`src/bsps_pkg.sv`:
```
// constants for the buck start-up and protection sequencer
// assumes a 200 MHz system clock and a switching-cycle tick input
// Operation
// (RQ1) drivers off while bias or enable monitor reports below lockout
// (RQ2) switching resumes only when both monitors report above start
// (RQ3) power-on-ready needs all monitors valid; its rise launches soft-start
// (RQ4) turn on only once enable comparator passes start threshold
// (RQ5) enable below stop threshold tri-states both drivers
// (RQ6) low-side stays off until first high-side pulse is produced
// (RQ7) low-side duty steps 25, 50, 75, then 100 percent
// (RQ8) steps last 32, 16 and 8 pulses
// (RQ9) soft-start ramps linearly from zero at 0.2mV/us up to 2V
// (RQ10) normal start-up time fixed at 3ms
// (RQ11) over-current protection stays active during soft-start
// (RQ12) over-current seen when sense comparator says pin below ground
// (RQ13) over-current comparator ignored for about 200ns after low-side on
// (RQ14) over-current latches flag and starts hiccup cycling
// (RQ15) hiccup holds soft-start at zero for 4096 switching cycles
// (RQ16) after hiccup count, clear flag and restart soft-start, repeat
// (RQ17) tracking mode reference pin driven between 1.5V and 7V externally; no such pin here, far model only holds TRACK_REF_MV at 3300
// (RQ18) over-temperature turns both off, resets soft-start, auto restarts
// (RQ19) sequencer steps once per switching cycle, held reset without ready
// (RQ20) loss of ready clears ramp and pulse stepping
package bsps_pkg;
   localparam int CLK_MHZ = 200;
   localparam int BLANK_NS = 200;
   localparam int BLANK_CYC = (BLANK_NS * CLK_MHZ) / 1000;
   localparam int RAMP_UV_PER_US = 200;
   localparam int SS_FINAL_UV = 2000000;
   localparam int START_MS = 3;
   localparam int START_US = START_MS * 1000;
   localparam int SS_UV_PER_CLK_X1000 = RAMP_UV_PER_US;
   localparam int HICCUP_CYCLES = 4096;
   localparam int STEP1_PULSES = 32;
   localparam int STEP2_PULSES = 16;
   localparam int STEP3_PULSES = 8;
   localparam logic [1:0] DUTY_25 = 2'h0;
   localparam logic [1:0] DUTY_50 = 2'h1;
   localparam logic [1:0] DUTY_75 = 2'h2;
   localparam logic [1:0] DUTY_100 = 2'h3;
   typedef enum logic [2:0] {
      BSPS_OFF,
      BSPS_WAIT_HS,
      BSPS_RAMP,
      BSPS_RUN,
      BSPS_HICCUP
   } bsps_state_t;
endpackage

```
`src/bsps_seq.sv`:
```
// start-up, pre-bias and hiccup sequencer for a synchronous buck
// assumes comparator levels synchronous to clock, one tick per switch cycle
`timescale 1ns/100ps
module bsps_seq
#(
   parameter int SS_W = 24,
   parameter int HICCUP_N = bsps_pkg::HICCUP_CYCLES,
   parameter int US_CLKS = bsps_pkg::CLK_MHZ
)
(
   input wire logic clock,
   input wire logic srst,
   input wire logic sw_cycle_tick,
   input wire logic bias_above_start,
   input wire logic bias_below_stop,
   input wire logic enable_above_start,
   input wire logic enable_below_stop,
   input wire logic overtemp_trip,
   input wire logic overcurrent_sense_low,
   input wire logic high_side_pulse,
   output logic power_on_ready,
   output logic drivers_enable,
   output logic drivers_tristate,
   output logic low_side_allow,
   output logic [1:0] low_side_duty,
   output logic [SS_W-1:0] soft_start_uv,
   output logic soft_start_done,
   output logic overcurrent_protect_flag,
   output logic oc_window_open,
   output logic [bsps_pkg::START_MS*0+15:0] hiccup_count
);
   import bsps_pkg::*;

   localparam logic [SS_W-1:0] SS_FINAL = SS_W'(SS_FINAL_UV);
   localparam logic [SS_W-1:0] SS_STEP = SS_W'(RAMP_UV_PER_US);
   localparam logic [7:0] BLANK_N = 8'(BLANK_CYC);
   localparam logic [15:0] HICCUP_LAST = 16'(HICCUP_N - 1);
   localparam logic [7:0] US_LAST = 8'(US_CLKS - 1);
   localparam logic [5:0] P1 = 6'(STEP1_PULSES - 1);
   localparam logic [5:0] P2 = 6'(STEP2_PULSES - 1);
   localparam logic [5:0] P3 = 6'(STEP3_PULSES - 1);
   localparam logic [6:0] TICKS_50 = 7'(STEP1_PULSES);
   localparam logic [6:0] TICKS_75 = 7'(STEP1_PULSES + STEP2_PULSES);
   localparam logic [6:0] TICKS_100 = 7'(STEP1_PULSES + STEP2_PULSES
      + STEP3_PULSES);

   bsps_state_t state_q;
   logic por_q;
   logic ready_d;
   logic [7:0] us_cnt_q;
   logic [7:0] blank_q;
   logic ls_prev_q;
   logic [5:0] pulse_q;
   logic [15:0] hic_q;
   logic oc_hit;
   logic ls_rise;

   // ready is the held lockout state: set on both start, drop on any stop
   always_ff @(posedge clock)
   begin
      if (srst)
         por_q <= 1'b0;
      else if (bias_below_stop || enable_below_stop || overtemp_trip)
         por_q <= 1'b0; // RQ1 RQ18
      else if (bias_above_start && enable_above_start)
         por_q <= 1'b1; // RQ2 RQ3 RQ4
   end

   assign ready_d = por_q && !bias_below_stop && !enable_below_stop
      && !overtemp_trip;
   assign power_on_ready = por_q;
   assign drivers_tristate = !por_q; // RQ5
   assign drivers_enable = ready_d && (state_q != BSPS_OFF)
      && (state_q != BSPS_HICCUP); // RQ1

   assign ls_rise = low_side_allow && !ls_prev_q;
   // blank counter restarts every low-side turn-on to mask switching noise
   always_ff @(posedge clock)
   begin
      if (srst || !ready_d)
      begin
         blank_q <= 8'h00;
         ls_prev_q <= 1'b0;
      end
      else
      begin
         ls_prev_q <= low_side_allow;
         if (ls_rise)
            blank_q <= BLANK_N; // RQ13
         else if (blank_q != 8'h00)
            blank_q <= blank_q - 8'h01;
      end
   end

   assign oc_window_open = low_side_allow && !ls_rise && blank_q == 8'h00;
   // detection live in ramp and run alike
   assign oc_hit = oc_window_open && overcurrent_sense_low
      && (state_q == BSPS_RAMP || state_q == BSPS_RUN); // RQ11 RQ12

   always_ff @(posedge clock)
   begin
      if (srst || !ready_d)
         state_q <= BSPS_OFF; // RQ19 RQ20
      else
      begin
         unique case (state_q)
            BSPS_OFF:
               state_q <= BSPS_WAIT_HS;
            BSPS_WAIT_HS:
               if (oc_hit)
                  state_q <= BSPS_HICCUP;
               else if (high_side_pulse)
                  state_q <= BSPS_RAMP; // RQ6
            BSPS_RAMP:
               if (oc_hit)
                  state_q <= BSPS_HICCUP; // RQ14
               else if (soft_start_uv == SS_FINAL)
                  state_q <= BSPS_RUN;
            BSPS_RUN:
               if (oc_hit)
                  state_q <= BSPS_HICCUP; // RQ14
            BSPS_HICCUP:
               if (sw_cycle_tick && hic_q == HICCUP_LAST)
                  state_q <= BSPS_OFF; // RQ16
         endcase
      end
   end

   // flag sticks through the whole off time, set wins over clear
   always_ff @(posedge clock)
   begin
      if (srst)
         overcurrent_protect_flag <= 1'b0;
      else if (oc_hit)
         overcurrent_protect_flag <= 1'b1; // RQ14
      else if (state_q == BSPS_HICCUP && sw_cycle_tick
         && hic_q == HICCUP_LAST)
         overcurrent_protect_flag <= 1'b0; // RQ16
   end

   always_ff @(posedge clock)
   begin
      if (srst || state_q != BSPS_HICCUP)
         hic_q <= 16'h0000;
      else if (sw_cycle_tick)
         hic_q <= hic_q + 16'h0001; // RQ15
   end
   assign hiccup_count = hic_q;

   // ramp advances one step per microsecond: 2V/0.2mV/us = 10ms to full,
   // 0.7V to 1.3V window spans the fixed 3ms output rise
   always_ff @(posedge clock)
   begin
      if (srst || !ready_d || state_q == BSPS_HICCUP
         || state_q == BSPS_OFF || state_q == BSPS_WAIT_HS)
      begin
         soft_start_uv <= '0; // RQ15 RQ18 RQ20
         us_cnt_q <= 8'h00;
      end
      else if (soft_start_uv != SS_FINAL)
      begin
         if (us_cnt_q == US_LAST)
         begin
            us_cnt_q <= 8'h00;
            if (SS_FINAL - soft_start_uv < SS_STEP)
               soft_start_uv <= SS_FINAL; // RQ9
            else
               soft_start_uv <= soft_start_uv + SS_STEP; // RQ9 RQ10
         end
         else
            us_cnt_q <= us_cnt_q + 8'h01;
      end
   end
   assign soft_start_done = (soft_start_uv == SS_FINAL);

   // pre-bias stepping counts switching cycles once high side has fired
   always_ff @(posedge clock)
   begin
      if (srst || !ready_d || state_q == BSPS_OFF
         || state_q == BSPS_WAIT_HS || state_q == BSPS_HICCUP)
      begin
         low_side_duty <= DUTY_25; // RQ7 RQ20
         pulse_q <= 6'h00;
      end
      else if (sw_cycle_tick && low_side_duty != DUTY_100)
      begin
         if ((low_side_duty == DUTY_25 && pulse_q == P1)
            || (low_side_duty == DUTY_50 && pulse_q == P2)
            || (low_side_duty == DUTY_75 && pulse_q == P3))
         begin
            pulse_q <= 6'h00;
            low_side_duty <= low_side_duty + 2'h1; // RQ7 RQ8
         end
         else
            pulse_q <= pulse_q + 6'h01; // RQ8
      end
   end

   assign low_side_allow = drivers_enable
      && (state_q == BSPS_RAMP || state_q == BSPS_RUN); // RQ6

   // own tick tally, kept apart from pulse_q so the step checks mean something
   logic [6:0] step_tick_q;
   always_ff @(posedge clock)
   begin
      if (srst || !low_side_allow)
         step_tick_q <= 7'h00;
      else if (sw_cycle_tick && step_tick_q != '1)
         step_tick_q <= step_tick_q + 7'h01;
   end

   chk_lockout_off: assert property ( // RQ1
      @(posedge clock) disable iff (srst)
      (bias_below_stop || enable_below_stop) |-> !drivers_enable)
      else $error("drivers on during lockout");
   chk_ready_start: assert property ( // RQ2
      @(posedge clock) disable iff (srst)
      $rose(power_on_ready)
      |-> $past(bias_above_start && enable_above_start))
      else $error("ready rose without both start levels");
   chk_enable_stop: assert property ( // RQ5
      @(posedge clock) disable iff (srst)
      enable_below_stop |=> drivers_tristate)
      else $error("no tri-state after enable stop");
   chk_ls_first_hs: assert property ( // RQ6
      @(posedge clock) disable iff (srst)
      state_q == BSPS_WAIT_HS |-> !low_side_allow)
      else $error("low side before first high side");
   chk_step_order: assert property ( // RQ7
      @(posedge clock) disable iff (srst)
      $changed(low_side_duty) && low_side_duty != DUTY_25
      |-> low_side_duty == $past(low_side_duty) + 2'h1)
      else $error("duty step skipped");
   chk_blank_hold: assert property ( // RQ13
      @(posedge clock) disable iff (srst)
      ls_rise && ready_d |=> !oc_window_open [*8])
      else $error("oc window open inside blanking");
   chk_oc_latch: assert property ( // RQ14
      @(posedge clock) disable iff (srst)
      oc_hit |=> overcurrent_protect_flag && state_q == BSPS_HICCUP)
      else $error("oc not latched");
   chk_hiccup_zero: assert property ( // RQ15
      @(posedge clock) disable iff (srst)
      state_q == BSPS_HICCUP |=> soft_start_uv == '0)
      else $error("soft-start not zero in hiccup");
   chk_ramp_rate: assert property ( // RQ9
      @(posedge clock) disable iff (srst)
      $changed(soft_start_uv) && soft_start_uv != '0
      |-> soft_start_uv - $past(soft_start_uv) <= SS_STEP)
      else $error("ramp step too large");
   chk_ready_loss: assert property ( // RQ20
      @(posedge clock) disable iff (srst)
      $fell(power_on_ready) |=> soft_start_uv == '0
      && low_side_duty == DUTY_25)
      else $error("ramp kept after ready loss");

   // low side may only come up on the edge after a high-side pulse
   chk_ls_after_hs: assert property ( // RQ6
      @(posedge clock) disable iff (srst)
      $rose(low_side_allow) |-> $past(high_side_pulse))
      else $error("low side rose without high side pulse");
   chk_ready_launch: assert property ( // RQ3
      @(posedge clock) disable iff (srst)
      $rose(power_on_ready) && ready_d |=> state_q == BSPS_WAIT_HS)
      else $error("ready did not launch start-up");
   chk_fault_drop: assert property ( // RQ1
      @(posedge clock) disable iff (srst)
      (bias_below_stop || enable_below_stop || overtemp_trip)
      |=> !power_on_ready)
      else $error("ready kept through a fault");
   chk_overtemp_off: assert property ( // RQ18
      @(posedge clock) disable iff (srst)
      overtemp_trip |-> !drivers_enable && !low_side_allow)
      else $error("drivers on during over-temperature");
   chk_tri_quiet: assert property ( // RQ5
      @(posedge clock) disable iff (srst)
      drivers_tristate |-> !drivers_enable && !low_side_allow)
      else $error("drivers switching while tri-stated");
   chk_not_ready_off: assert property ( // RQ19
      @(posedge clock) disable iff (srst)
      !power_on_ready |-> !drivers_enable)
      else $error("drivers on without ready");
   chk_hiccup_quiet: assert property ( // RQ15
      @(posedge clock) disable iff (srst)
      state_q == BSPS_HICCUP |-> !drivers_enable && !low_side_allow)
      else $error("drivers on in hiccup off time");
   chk_ramp_hold: assert property ( // RQ9
      @(posedge clock) disable iff (srst)
      soft_start_done && ready_d && state_q == BSPS_RUN
      |=> soft_start_done)
      else $error("ramp left its final value");
   chk_ramp_tick: assert property ( // RQ10
      @(posedge clock) disable iff (srst)
      $changed(soft_start_uv) && soft_start_uv != '0
      |-> $past(us_cnt_q) == US_LAST)
      else $error("ramp stepped off the microsecond tick");
   chk_oc_ramp: assert property ( // RQ11
      @(posedge clock) disable iff (srst)
      overcurrent_sense_low && oc_window_open && state_q == BSPS_RAMP
      |=> state_q == BSPS_HICCUP)
      else $error("oc missed during soft-start");
   chk_flag_release: assert property ( // RQ16
      @(posedge clock) disable iff (srst)
      $fell(overcurrent_protect_flag) |-> $past(hic_q) == HICCUP_LAST)
      else $error("oc flag cleared before hiccup end");
   chk_step_half: assert property ( // RQ8
      @(posedge clock) disable iff (srst)
      $rose(low_side_duty == DUTY_50) |-> step_tick_q == TICKS_50)
      else $error("first duty step wrong length");
   chk_step_three: assert property ( // RQ8
      @(posedge clock) disable iff (srst)
      $rose(low_side_duty == DUTY_75) |-> step_tick_q == TICKS_75)
      else $error("second duty step wrong length");
   chk_step_full: assert property ( // RQ8
      @(posedge clock) disable iff (srst)
      $rose(low_side_duty == DUTY_100) |-> step_tick_q == TICKS_100)
      else $error("third duty step wrong length");

   cov_reach_run: cover property (@(posedge clock) state_q == BSPS_RUN);
   cov_hiccup: cover property (@(posedge clock)
      state_q == BSPS_HICCUP ##1 state_q == BSPS_OFF);
   cov_full_duty: cover property (@(posedge clock)
      low_side_duty == DUTY_100);
   cov_oc_in_ramp: cover property (@(posedge clock)
      state_q == BSPS_RAMP ##1 state_q == BSPS_HICCUP);
   cov_ready_loss: cover property (@(posedge clock)
      $fell(power_on_ready));
endmodule // bsps_seq

```
`config.mk`:
```
export PLATFORM = sky130hd
export DESIGN_NAME = bsps_seq
export DESIGN_NICKNAME = d
export VERILOG_FILES = /design/src/bsps_pkg.sv /design/src/bsps_seq.sv
export SDC_FILE = /design/constraint.sdc
export NUM_CORES = 1
export LEC_CHECK = 0
export BUFFER_PORTS_ARGS = -buffer_cell sky130_fd_sc_hd__buf_2
export CORE_MARGIN = 3
export CORE_UTILIZATION = 63
export CTS_BUF_LIST = sky130_fd_sc_hd__clkbuf_8
export CTS_CLUSTER_SIZE = 14
export DETAILED_ROUTE_END_ITERATION = 10
export GPL_TIMING_DRIVEN = 0
export PLACE_DENSITY = 0.87
export SLEW_MARGIN = 40
export SYNTH_ARGS = -nofsm -noshare
export SYNTH_HDL_FRONTEND = slang
export SYNTH_SLANG_ARGS = --single-unit
```
`constraint.sdc`:
```
create_clock -name clock -period 3.62 [get_ports clock]
set_input_delay 0.724 -clock clock [delete_from_list [all_inputs] [get_ports clock]]
set_output_delay 0.724 -clock clock [all_outputs]
set_load 0.01 [all_outputs]
```
Word level (Yosys, flattened, before mapping)
Cells that the tools add are included.
Storage, ports and cells
  bits in registers: 70
  word-level logic and storage cells: 103
  output and inout port bits: 49
  input bits: 10
Cells by class
  $add $sub $neg: 7
  multiplexer cells: 14
  reductions and logical operators: 51
  equality and inequality tests: 19
  order comparisons: 1
Operators by type and width (number)
  $add A24 B8 Y24 const B: 1
  $eq A24 B21 Y1 const B: 1
  $lt A24 B8 Y1 const B: 1
  $mux W24: 1
  $ne A24 B21 Y1 const B: 1
  $sub A21 B24 Y24 const A: 1
  $logic_and A1 B1 Y1: 19
  $mux W3: 6
  $mux W6: 3
  $add A16 B1 Y16 const B: 1
  $eq A16 B12 Y1 const B: 1
  $pmux W3 S5: 1
  $logic_or A1 B1 Y1: 13
  $ne A3 B3 Y1 const B: 3
  $add A8 B1 Y8 const B: 1
  $eq A8 B8 Y1 const B: 1
  $logic_not A8 Y1: 1
  $mux W8: 1
  $reduce_bool A8 Y1: 1
  $sub A8 B1 Y8 const B: 1
  $logic_not A1 Y1: 7
  $add A6 B1 Y6 const B: 1
  $eq A3 B2 Y1 const B: 2
  $eq A6 B3 Y1 const B: 1
  other kinds (16): 22

Logic depth before layout (Yosys ltp)
Gate-level depths: netlist (run 1).
  word-level depth: 15
  depth in mapped cells: 9
  gate-level depth less buffers: 9

Least setup slack after synthesis (run 1)
No wires, ideal clock.
  path kind: register -> output
  start point: reg soft_start_uv[5]
  end point: out soft_start_done
  cell stages (with the launch flop): 5
  slack: 1274 ps
  arrival: 1622 ps
  path through: dfxtp_1 -> buf_2 -> or4_4 -> or3_1 -> nor3_1
Between the ends
  word-level cells in the longest chain between the ends: 1
RTL lines
  start, declared: line bsps_seq.sv:26  | output logic [SS_W-1:0] soft_start_uv,
  start signal, assigned: line bsps_seq.sv:168  | soft_start_uv <= soft_start_uv + SS_STEP;
  $eq A24 B21 Y1: line bsps_seq.sv:174  | assign soft_start_done = (soft_start_uv == SS_FINAL);
  end, declared: line bsps_seq.sv:27  | output logic soft_start_done,
No other way between the ends.

Worst setup path in the final report (run 1)
  start point: reg soft_start_uv[3]
  end point: out soft_start_done
Same word-level chain as after synthesis.

==> results of run 1 <==
==> cells in the mapped netlist (2+ instances only) <==
library cell / number
buf_2: 6
nor2b_1: 6
and4_1: 2
nand3b_1: 2
o21ai_0: 12
a21o_1: 3
a311oi_1: 2
or3_1: 10
ha_1: 10
nor3_1: 18
o211ai_1: 5
dfxtp_1: 67
xor2_1: 29
a31o_1: 2
o32ai_1: 2
nand2_1: 45
a41oi_1: 2
and2_1: 2
or2_2: 4
nand3_1: 11
nand4_1: 13
a31oi_1: 2
nor4_4: 2
nor2_1: 74
inv_1: 15
o311ai_0: 2
nor3b_1: 5
nand2_2: 2
buf_4: 3
mux2i_1: 4
and3_1: 13
xnor2_1: 20
o22ai_1: 2
clkbuf_1: 13
nor4_1: 6
a21oi_1: 22
==> state kept, by name, indices dropped and copies added, names as in the netlist, 2 cells and up <==
register,cells
blank_q,8
hiccup_count,16
low_side_duty,2
pulse_q,6
soft_start_uv,21
state_q,3
us_cnt_q,8
==> logic make-up (layout without fill, tap and decap cells) <==
family	after synthesis	in the layout
multiplexers	5	5
adder cells (fa/ha/maj)	10	10
flip-flops	67	67
buffers and inverters	37	108
AO/OA/AOI/OAI	67	67
other	1	3
XOR/XNOR	49	49
AND/OR/NAND/NOR	229	229
==> critical path, cell delays in order, from the launching register on <==
cell and delay [ns]:
dfxtp_1 0.40, or4_4 0.59, or3_1 0.39, nor3_1 0.23
buf_2 0.18
==> worst max-delay path by stage <==
stage,startpoint,endpoint
2_1_floorplan,soft_start_uv[5]$_SDFFE_PP0P_,soft_start_done
3_3_place_gp,soft_start_uv[3]$_SDFFE_PP0P_,soft_start_uv[6]$_SDFFE_PP0P_
3_5_place_dp,soft_start_uv[3]$_SDFFE_PP0P_,soft_start_uv[5]$_SDFFE_PP0P_
4_1_cts,soft_start_uv[3]$_SDFFE_PP0P_,soft_start_done
5_1_grt,blank_q[3]$_SDFFE_PP0P_,oc_window_open
6_report,soft_start_uv[3]$_SDFFE_PP0P_,soft_start_done
==> report_power, final <==
part	leakage (nW)	internal, mW	switching [mW]	total (mW)
Sequential	0.539	0.737	0.000114	0.737
Clock	0.0983	0.283	0.285	0.568
Combinational	1.09	0.00791	0.00694	0.0149
Total	1.73	1.03	0.292	1.32
==> layer usage <==
metal / up-vias / share of wire (%)
li1: 1749 / -
met1: 1632 / 45
met5: - / 0
met2: 111 / 47
met3: 16 / 6.1
met4: 0 / 1.8
==> cell type report <==
type	instances	area, um2
repair buffers	55	275
clock inverters	5	28.8
fillers	431	1310
flip-flops and latches	67	1340
multi-input cells	363	2290
inverters	15	56.3
well taps	72	90.1
clock buffers	11	151
plain buffers	22	101
==> summary.md, run 1 <==
| Metric | Value |
|---|---|
| Hold path endpoint | `overcurrent_protect_flag$_SDFFE_PP0P_` |
| Drt via density | `5.75` |
| Synth warn | `0` |
| Synthesis-to-finish area growth | `14.9%` |
| Final RePlAce weighted congestion | `1.01` |
| GRT Overall Usage | `24.6%` |
| Cell depth of the worst hold path | `2` |
| GRT busiest layer | `met2` |
| Unrepaired setup endpoints after global routing | `no` |
| WL final | `8.58 mm` |
| Leakage | `1.73 nW` |
| Post-synthesis compound-gate area fraction | `12.2%` |
| Fin util | `76.8%` |
| Syn Inst Count | `465` |
| CTS hold repair buffers | `0` |
| Grt met1 use | `32.5%` |
| EDFF count, synth | `0` |
| CTS tree | `yes` |
| Top_reg_cell synth | `dfxtp_1` |
| Maximum clock rate | `0.350 GHz` |
| Clock Latency Late Sink | `0.33 ns` |
| Num CTS Buffers | `9` |
| Die width | `83.4 um` |
| Synth Register Bits | `67` |
| First-pass GRT wire length | `14.5 mm` |
| WL/cell | `14.1 um` |
| Clock Tree Buf Depth | `2` |
| Clock root buffer | `clkbuf_8` |
| Final layout net count | `553` |
| Layout Cells excl Fill | `610` |
| Max_slew headroom | `50.1%` |
| Inserted Diodes | `0` |
| Clk slew on worst S/H paths | `0.08 ns` |
| Netlist cell types | `63` |
| Via Count | `3508` |
| Min Hold Slack | `0.479 ns` |
| DRT Pass-1 Iters | `4` |
| Placed instance area | `0.00414 mm2` |
| Setup Fix Bufs, Post-CTS | `0` |
| Most frequent cells in the layout | `nor2_1, dfxtp_1, buf_2` |
| GRT overflow | `0` |
| Commonest non-fill, non-tap cell in the layout | `nor2_1` |
| Worst EP arrival | `2.13 ns` |
| CP Max Fanout | `10` |
| H-tree depth | `3` |
| Hold Startpoint | `overcurrent_protect_flag$_SDFFE_PP0P_` |
| Cell taking the most area after synthesis | `dfxtp_1` |
| Met3 Track Usage GR | `3.57%` |
| Port bufs | `55` |
| CP Capture Type | `output pin` |
| Layout cell share with drive strength beyond 1 | `18.6%` |
| Slew of the pin with the lowest slew margin | `0.743 ns` |
| Routed Antenna Nets | `0` |
| Post-synthesis mux area share | `1.36%` |
| Worst setup margin | `0.765 ns` |
| VDD IR max | `0.267 mV` |
| Total power draw | `1.32 mW` |
| Fin Setup TNS | `0 ns` |
| Final setup fails | `0` |
| Hold Crit Class | `reg -> reg` |
| Minimum clock period | `2.86 ns` |
| Kind of critical path | `reg -> out` |
| Simple-gate share of the synthesized area | `31.9%` |
| Yosys top cell area share | `35.6%` |
| RR Startpoint | `soft_start_uv[3]$_SDFFE_PP0P_` |
| XOR/XNOR Fraction of Synth Area | `11.4%` |
| Register area share after synthesis | `35.6%` |
| HPWL after detailed placement | `6.32 mm` |
| GRT met2 Usage | `40.5%` |
| Asr flop ratio synth | `0%` |
| Hold Violations, Final | `0` |
| Number of global-route vias before repair | `3204` |
| CTS resizes | `0` |
| Clock Sinks | `67` |
| P per Cell Area | `305 mW/mm2` |
| Slew Viols, Final | `0` |
| Worst EP required | `2.90 ns` |
| Total core area | `0.00564 mm2` |
| Largest net degree at the start of global routing | `12` |
| Final worst-path cycle share | `78.9%` |
| Worst Skew | `0.00757 ns` |
| Initial Utilization | `66.8%` |
| Syn_area_per_cell | `8.11 um2` |
| Initial antenna violation count | `0` |
| Synth top area cells | `dfxtp_1, nor2_1, xor2_1, xnor2_1, nand2_1` |
| Placed cells | `594` |
| Maxcap violations | `0` |
| Netlist Area Pre-Place | `0.00377 mm2` |
| I/O Pins | `59` |
| Worst R2R End | `soft_start_uv[5]$_SDFFE_PP0P_` |
| Pre-CTS WS | `1.01 ns` |
| Die H | `83.4 um` |
| Initial drt markers | `275` |
| Reg2reg setup slack | `0.99 ns` |
| DRC violation count after routing | `0` |
| Main combinational cell family by area after synthesis | `simple AND/OR/NAND/NOR gates` |
| CP startpoint kind | `flop` |
| Rows | `27` |
| Design area | `0.00433 mm2` |
| Status | `finished, final reports clean` |
| Adder-Cell Fraction of Synth Area | `3.32%` |
| Die area | `0.00695 mm2` |
| R2r worst-path depth | `9` |
(Power assumes the default switching activity.)
==> inputs of run 2 (changes only) <==
--- a/config.mk
+++ b/config.mk
@@ -5,14 +5,15 @@
 export SDC_FILE = /design/constraint.sdc
 export NUM_CORES = 1
 export LEC_CHECK = 0
+export ABC_AREA = 1
 export BUFFER_PORTS_ARGS = -buffer_cell sky130_fd_sc_hd__buf_2
 export CORE_MARGIN = 3
-export CORE_UTILIZATION = 63
+export CORE_UTILIZATION = 54
 export CTS_BUF_LIST = sky130_fd_sc_hd__clkbuf_8
 export CTS_CLUSTER_SIZE = 14
 export DETAILED_ROUTE_END_ITERATION = 10
 export GPL_TIMING_DRIVEN = 0
-export PLACE_DENSITY = 0.87
+export PLACE_DENSITY = 0.79
 export SLEW_MARGIN = 40
 export SYNTH_ARGS = -nofsm -noshare
 export SYNTH_HDL_FRONTEND = slang
==> constraint.sdc (replaced) <==
create_clock -name clock -period 2.6 [get_ports clock]
set_input_delay 0.52 -clock clock [delete_from_list [all_inputs] [get_ports clock]]
set_output_delay 0.52 -clock clock [all_outputs]
set_load 0.01 [all_outputs]
==> summary.md, run 2 <==
| Metric | Value |
|---|---|
| Status | `finished, final reports clean` |
| Maximum clock rate | `0.416 GHz` |
| Minimum clock period | `2.40 ns` |
| GRT Overall Usage | `23.8%` |
| Initial antenna violation count | `0` |
| Reg2reg setup slack | `0.26 ns` |
| Most frequent cells in the layout | `nand2_1, nor2_1, inv_1` |
| Netlist cell types | `41` |
| Leakage | `2.08 nW` |
| Slew Viols, Final | `0` |
| Slowest cell on crit path | `dfxtp_1` |
| I/O Pins | `59` |
| Final setup fails | `0` |
| Synth Register Bits | `67` |
| Total core area | `0.00733 mm2` |
| Clock root buffer | `clkbuf_8` |
| Slowest stage delay, CP | `0.33 ns` |
| Register area share after synthesis | `32.4%` |
| H-tree depth | `3` |
| Largest net degree at the start of global routing | `12` |
| Slew of the pin with the lowest slew margin | `0.674 ns` |
| Layout cell share with drive strength beyond 1 | `16.2%` |
| Worst EP required | `2.08 ns` |
| DRT Pass-1 Iters | `5` |
| Setup Fix Bufs, Post-CTS | `0` |
| Initial Utilization | `56.5%` |
| Number of global-route vias before repair | `3791` |
| Max reg flops | `21` |
| Hold Startpoint | `srst` |
| Final RePlAce weighted congestion | `0.957` |
| Fin Setup TNS | `0 ns` |
| P per Cell Area | `381 mW/mm2` |
| WL final | `10.1 mm` |
| Die area | `0.00876 mm2` |
| Via Count | `4211` |
| CP cell instances | `inv_1 > ha_1 > nand2_1 > nor2_1 > inv_1 > nor4_1 > buf_2` |
| Initial drt markers | `269` |
| CTS tree | `yes` |
| Most frequent cell after synthesis | `nand2_1` |
| Netlist Area Pre-Place | `0.00415 mm2` |
| VDD IR max | `0.198 mV` |
| Cell taking the most area after synthesis | `dfxtp_1` |
| Synth warn | `0` |
| Kind of critical path | `reg -> out` |
| Num CTS Buffers | `9` |
| Die H | `93.6 um` |
| Commonest non-fill, non-tap cell in the layout | `nand2_1` |
| Synthesis-to-finish area growth | `13.9%` |
| Most used cell, CP | `inv_1` |
| Rows | `31` |
| Die width | `93.6 um` |
| Post-synth top cells | `nand2_1, nor2_1, inv_1` |
| Hold Crit Class | `in -> reg` |
| Most flop-heavy register | `soft_start_uv` |
| Top_reg_cell synth | `dfxtp_1` |
| Worst setup margin | `0.198 ns` |
| Clock Tree Buf Depth | `2` |
| CP Max Fanout | `5` |
| Clock Sinks | `67` |
| Maxcap violations | `0` |
| RR Startpoint | `soft_start_uv[3]$_SDFFE_PP0P_` |
| Cell depth of the worst hold path | `2` |
| Fillers | `725` |
| GRT overflow | `0` |
| Clk slew on worst S/H paths | `0.07 ns` |
| CP Capture Type | `output pin` |
| Final worst-path cycle share | `92.4%` |
| Inserted Diodes | `0` |
| Syn Inst Count | `632` |
| Clock Latency Late Sink | `0.34 ns` |
| Syn_area_per_cell | `6.56 um2` |
| WL/cell | `12.6 um` |
| CTS resizes | `0` |
| Unrepaired setup endpoints after global routing | `no` |
| Placed instance area | `0.00455 mm2` |
| HPWL after detailed placement | `7.81 mm` |
| Design area | `0.00472 mm2` |
| First-pass GRT wire length | `16.8 mm` |
| Min Hold Slack | `0.383 ns` |
| Worst EP arrival | `1.88 ns` |
| Worst R2R End | `soft_start_uv[5]$_SDFFE_PP0P_` |
| Drt via density | `5.24` |
| CTS hold repair buffers | `0` |
| CP startpoint kind | `flop` |
| Pre-CTS WS | `0.304 ns` |
| Worst Skew | `0.00921 ns` |
| EDFF count, synth | `0` |
| Final layout net count | `720` |
| Yosys top cell area share | `32.4%` |
| R2r worst-path depth | `13` |
| DRC violation count after routing | `0` |
| Routed Antenna Nets | `0` |
| Synth top area cells | `dfxtp_1, nand2_1, nor2_1, nand3_1, inv_1` |
| Hold path endpoint | `overcurrent_protect_flag$_SDFFE_PP0P_` |
| WP buf/inv | `3` |
| Total power draw | `1.80 mW` |
| Max_slew headroom | `54.7%` |
| Cell family contributing the most delay on the critical path | `simple AND/OR/NAND/NOR gates` |
| Port bufs | `55` |
| Asr flop ratio synth | `0%` |
| Hold Violations, Final | `0` |
-- run 2: logic make-up (layout without fill, tap and decap cells) --
| logic type | after synthesis | after routing | share of synthesized area (%) |
|---|---|---|---|
| other | 1 | 3 | 0.0905 |
| flip-flops | 67 | 67 | 32.4 |
| adder cells (fa/ha/maj) | 10 | 10 | 3.02 |
| XOR/XNOR | 28 | 28 | 5.92 |
| buffers and inverters | 100 | 170 | 10.1 |
| AND/OR/NAND/NOR | 357 | 357 | 39.1 |
| AO/OA/AOI/OAI | 69 | 69 | 9.33 |
-- run 2: power by group --
group	internal (mW)	switching (mW)	leakage (nW)
logic	0.0106	0.0108	1.46
registers	1.03	0.000147	0.539
clock network	0.361	0.388	0.0839
-- run 2: through the flow --
stage,util (%),instances
finish,64.4,803
global route,64.4,803
floorplan,-,634
detailed placement,62.1,788
CTS,64.4,803
global placement,62.1,788
-- run 2: area by class of cell --
class,instances,area [um2],area share (%)
clock buffer,10,138,2.92
inverter,85,319,6.76
clock inverter,5,30.0,0.636
timing repair buffer,55,275,5.83
multi-input combinational,467,2390,50.7
sequential,67,1340,28.4
buffer,15,101,2.15
tap,99,124,2.62
-- run 2: how the worst max path moves through the flow --
stage                                              from                            end  slack, ns  depth (start not counted)
after floorplan           soft_start_uv[3]$_SDFFE_PP0P_  soft_start_uv[5]$_SDFFE_PP0P_       0.73                         14
after global placement                  bias_below_stop  soft_start_uv[8]$_SDFFE_PP0P_       0.35                          9
after detailed placement                bias_below_stop  soft_start_uv[9]$_SDFFE_PP0P_       0.30                          9
after CTS                       blank_q[0]$_SDFFE_PP0P_                 oc_window_open       0.19                          7
after global routing            blank_q[0]$_SDFFE_PP0P_                 oc_window_open       0.03                          7
final                           blank_q[0]$_SDFFE_PP0P_                 oc_window_open       0.20                          7
-- run 2: worst reg2reg max path, cell delays in order, from the launching register on --
cell and delay [ns]:
dfxtp_1 0.40, inv_2 0.13, ha_1 0.21, nand3_1 0.18, nand2_1 0.19, nand4_2 0.19
nand2_1 0.13, nand3_1 0.07, nand2_1 0.07, nand2_1 0.05, nor2_1 0.19, nand4_2 0.25
nand3_1 0.13, inv_1 0.04
-- run 2: routing by layer --
layer	GRT usage [%]	vias to the layer above	part of all wire [%]
met5	0	-	0
met4	7.46	0	1.7
met3	5.71	14	5.8
met2	40.9	124	47
met1	29.5	1887	45
li1	-	2186	-
==> inputs of run 3 (changes only) <==
--- a/config.mk
+++ b/config.mk
@@ -7,6 +7,7 @@
 export LEC_CHECK = 0
 export ABC_AREA = 1
 export BUFFER_PORTS_ARGS = -buffer_cell sky130_fd_sc_hd__buf_2
+export CORE_ASPECT_RATIO = 0.75
 export CORE_MARGIN = 3
 export CORE_UTILIZATION = 54
 export CTS_BUF_LIST = sky130_fd_sc_hd__clkbuf_8
==> summary.md, run 3 (synthesized netlist as in run 2, its figures left out) <==
| Metric | Value |
|---|---|
| Clock Latency Late Sink | `0.36 ns` |
| Drt via density | `5.37` |
| Largest net degree at the start of global routing | `14` |
| H-tree depth | `3` |
| Total power draw | `2.03 mW` |
| Hold Crit Class | `in -> reg` |
| Clock root buffer | `clkbuf_8` |
| Minimum clock period | `2.44 ns` |
| CTS hold repair buffers | `0` |
| Die H | `81.9 um` |
| HPWL after detailed placement | `7.96 mm` |
| P per Cell Area | `425 mW/mm2` |
| Final worst-path cycle share | `94.0%` |
| R2r worst-path depth | `12` |
| WL/cell | `13.2 um` |
| Cell depth of the worst hold path | `2` |
| Num CTS Buffers | `9` |
| Leakage | `2.11 nW` |
| Initial drt markers | `339` |
| Kind of critical path | `reg -> out` |
| Hold Violations, Final | `0` |
| CP Capture Type | `output pin` |
| Worst Skew | `0.0113 ns` |
| Fillers | `644` |
| Status | `finished, final reports clean` |
| FF/Latch Area | `0.00134 mm2` |
| Fin util | `67.1%` |
| VDD IR max | `0.369 mV` |
| First-pass GRT wire length | `17.9 mm` |
| Via Count | `4314` |
| Clock Tree Buf Depth | `2` |
| Maxcap violations | `0` |
| Reg2reg setup slack | `0.30 ns` |
| CP Launch Point | `blank_q[0]$_SDFFE_PP0P_` |
| Most frequent cells in the layout | `nand2_1, nor2_1, inv_1` |
| Slew Viols, Final | `0` |
| Inserted Diodes | `0` |
| RR Startpoint | `soft_start_uv[3]$_SDFFE_PP0P_` |
| Final setup fails | `0` |
| CTS resizes | `0` |
| Worst EP arrival | `1.92 ns` |
| Setup Fix Bufs, Post-CTS | `0` |
| Die width | `107 um` |
| DRC violation count after routing | `0` |
| GRT Overall Usage | `25.2%` |
| Area of the multi-input gates | `0.00240 mm2` |
| Clk slew on worst S/H paths | `0.08 ns` |
| WL final | `10.6 mm` |
| Number of global-route vias before repair | `3918` |
| CTS tree | `yes` |
| Clock Sinks | `67` |
| Final RePlAce weighted congestion | `0.985` |
| Worst EP required | `2.08 ns` |
| Layout cell share with drive strength beyond 1 | `16.3%` |
| Min Hold Slack | `0.367 ns` |
| Port bufs | `55` |
| Most flop-heavy register | `soft_start_uv` |
| Slew of the pin with the lowest slew margin | `0.707 ns` |
| Hold Startpoint | `srst` |
| DRT Pass-1 Iters | `5` |
| GRT overflow | `0` |
| Layout Cells excl Fill | `803` |
| Commonest non-fill, non-tap cell in the layout | `nand2_1` |
| Maximum clock rate | `0.409 GHz` |
| Max reg flops | `21` |
| Placed cells | `787` |
| Synthesis-to-finish area growth | `15.4%` |
| Initial Utilization | `58.2%` |
| Routed Antenna Nets | `0` |
| Max_slew headroom | `52.5%` |
| Initial antenna violation count | `0` |
| Die area | `0.00877 mm2` |
| Rows | `26` |
| Fin Setup TNS | `0 ns` |
| CP startpoint kind | `flop` |
| Total core area | `0.00712 mm2` |
| I/O Pins | `59` |
| Final layout net count | `720` |
| Unrepaired setup endpoints after global routing | `no` |
| CP Max Fanout | `5` |
[run 3: worst paths after layout]
check / to
worst max-delay path: oc_window_open
worst min-delay path: overcurrent_protect_flag$_SDFFE_PP0P_
worst max register to register: soft_start_uv[5]$_SDFFE_PP0P_
worst min register to register: hiccup_count[8]$_SDFFE_PP0P_
[run 3: critical path, cell delays in order, from the launching register on]
cell and delay [ns]:
dfxtp_1 0.33, inv_1 0.10, ha_1 0.24, nand2_1 0.10
nor2_1 0.27, inv_1 0.16, nor4_1 0.19, buf_2 0.18
[run 3: area by class of cell]
cell class	count	area share, %
Buffer	15	2.12
Clock buffer	9	2.59
Clock inverter	7	2.07
Inverter	85	6.67
Multi-Input combinational cell	467	50.2
Sequential cell	67	28.0
Tap cell	98	2.56
Timing Repair Buffer	55	5.76
[run 3: layer usage]
| metal | routed length, um | GRT usage, % |
|---|---|---|
| met3 | 738 | 6.76 |
| met1 | 4970 | 33.3 |
| met4 | 147 | 7.28 |
| met2 | 4740 | 40.8 |
| met5 | 0 | 0 |
[run 3: power breakdown]
part           switching (mW)  total (mW)  internal, mW  leakage [nW]
Sequential           0.000151        1.03          1.03         0.539
Combinational          0.0108      0.0214        0.0106          1.46
Clock                   0.440       0.986         0.546         0.110
Total                   0.451        2.03          1.58          2.11
[run 3: metrics by stage]
stage	worst slack, ns	cell area (um2)
after detailed placement	0.331	4550
after CTS	0.177	4770
after global routing	0.0266	4780
final	0.155	4780
after floorplan	0.728	4150
after global placement	0.370	4550
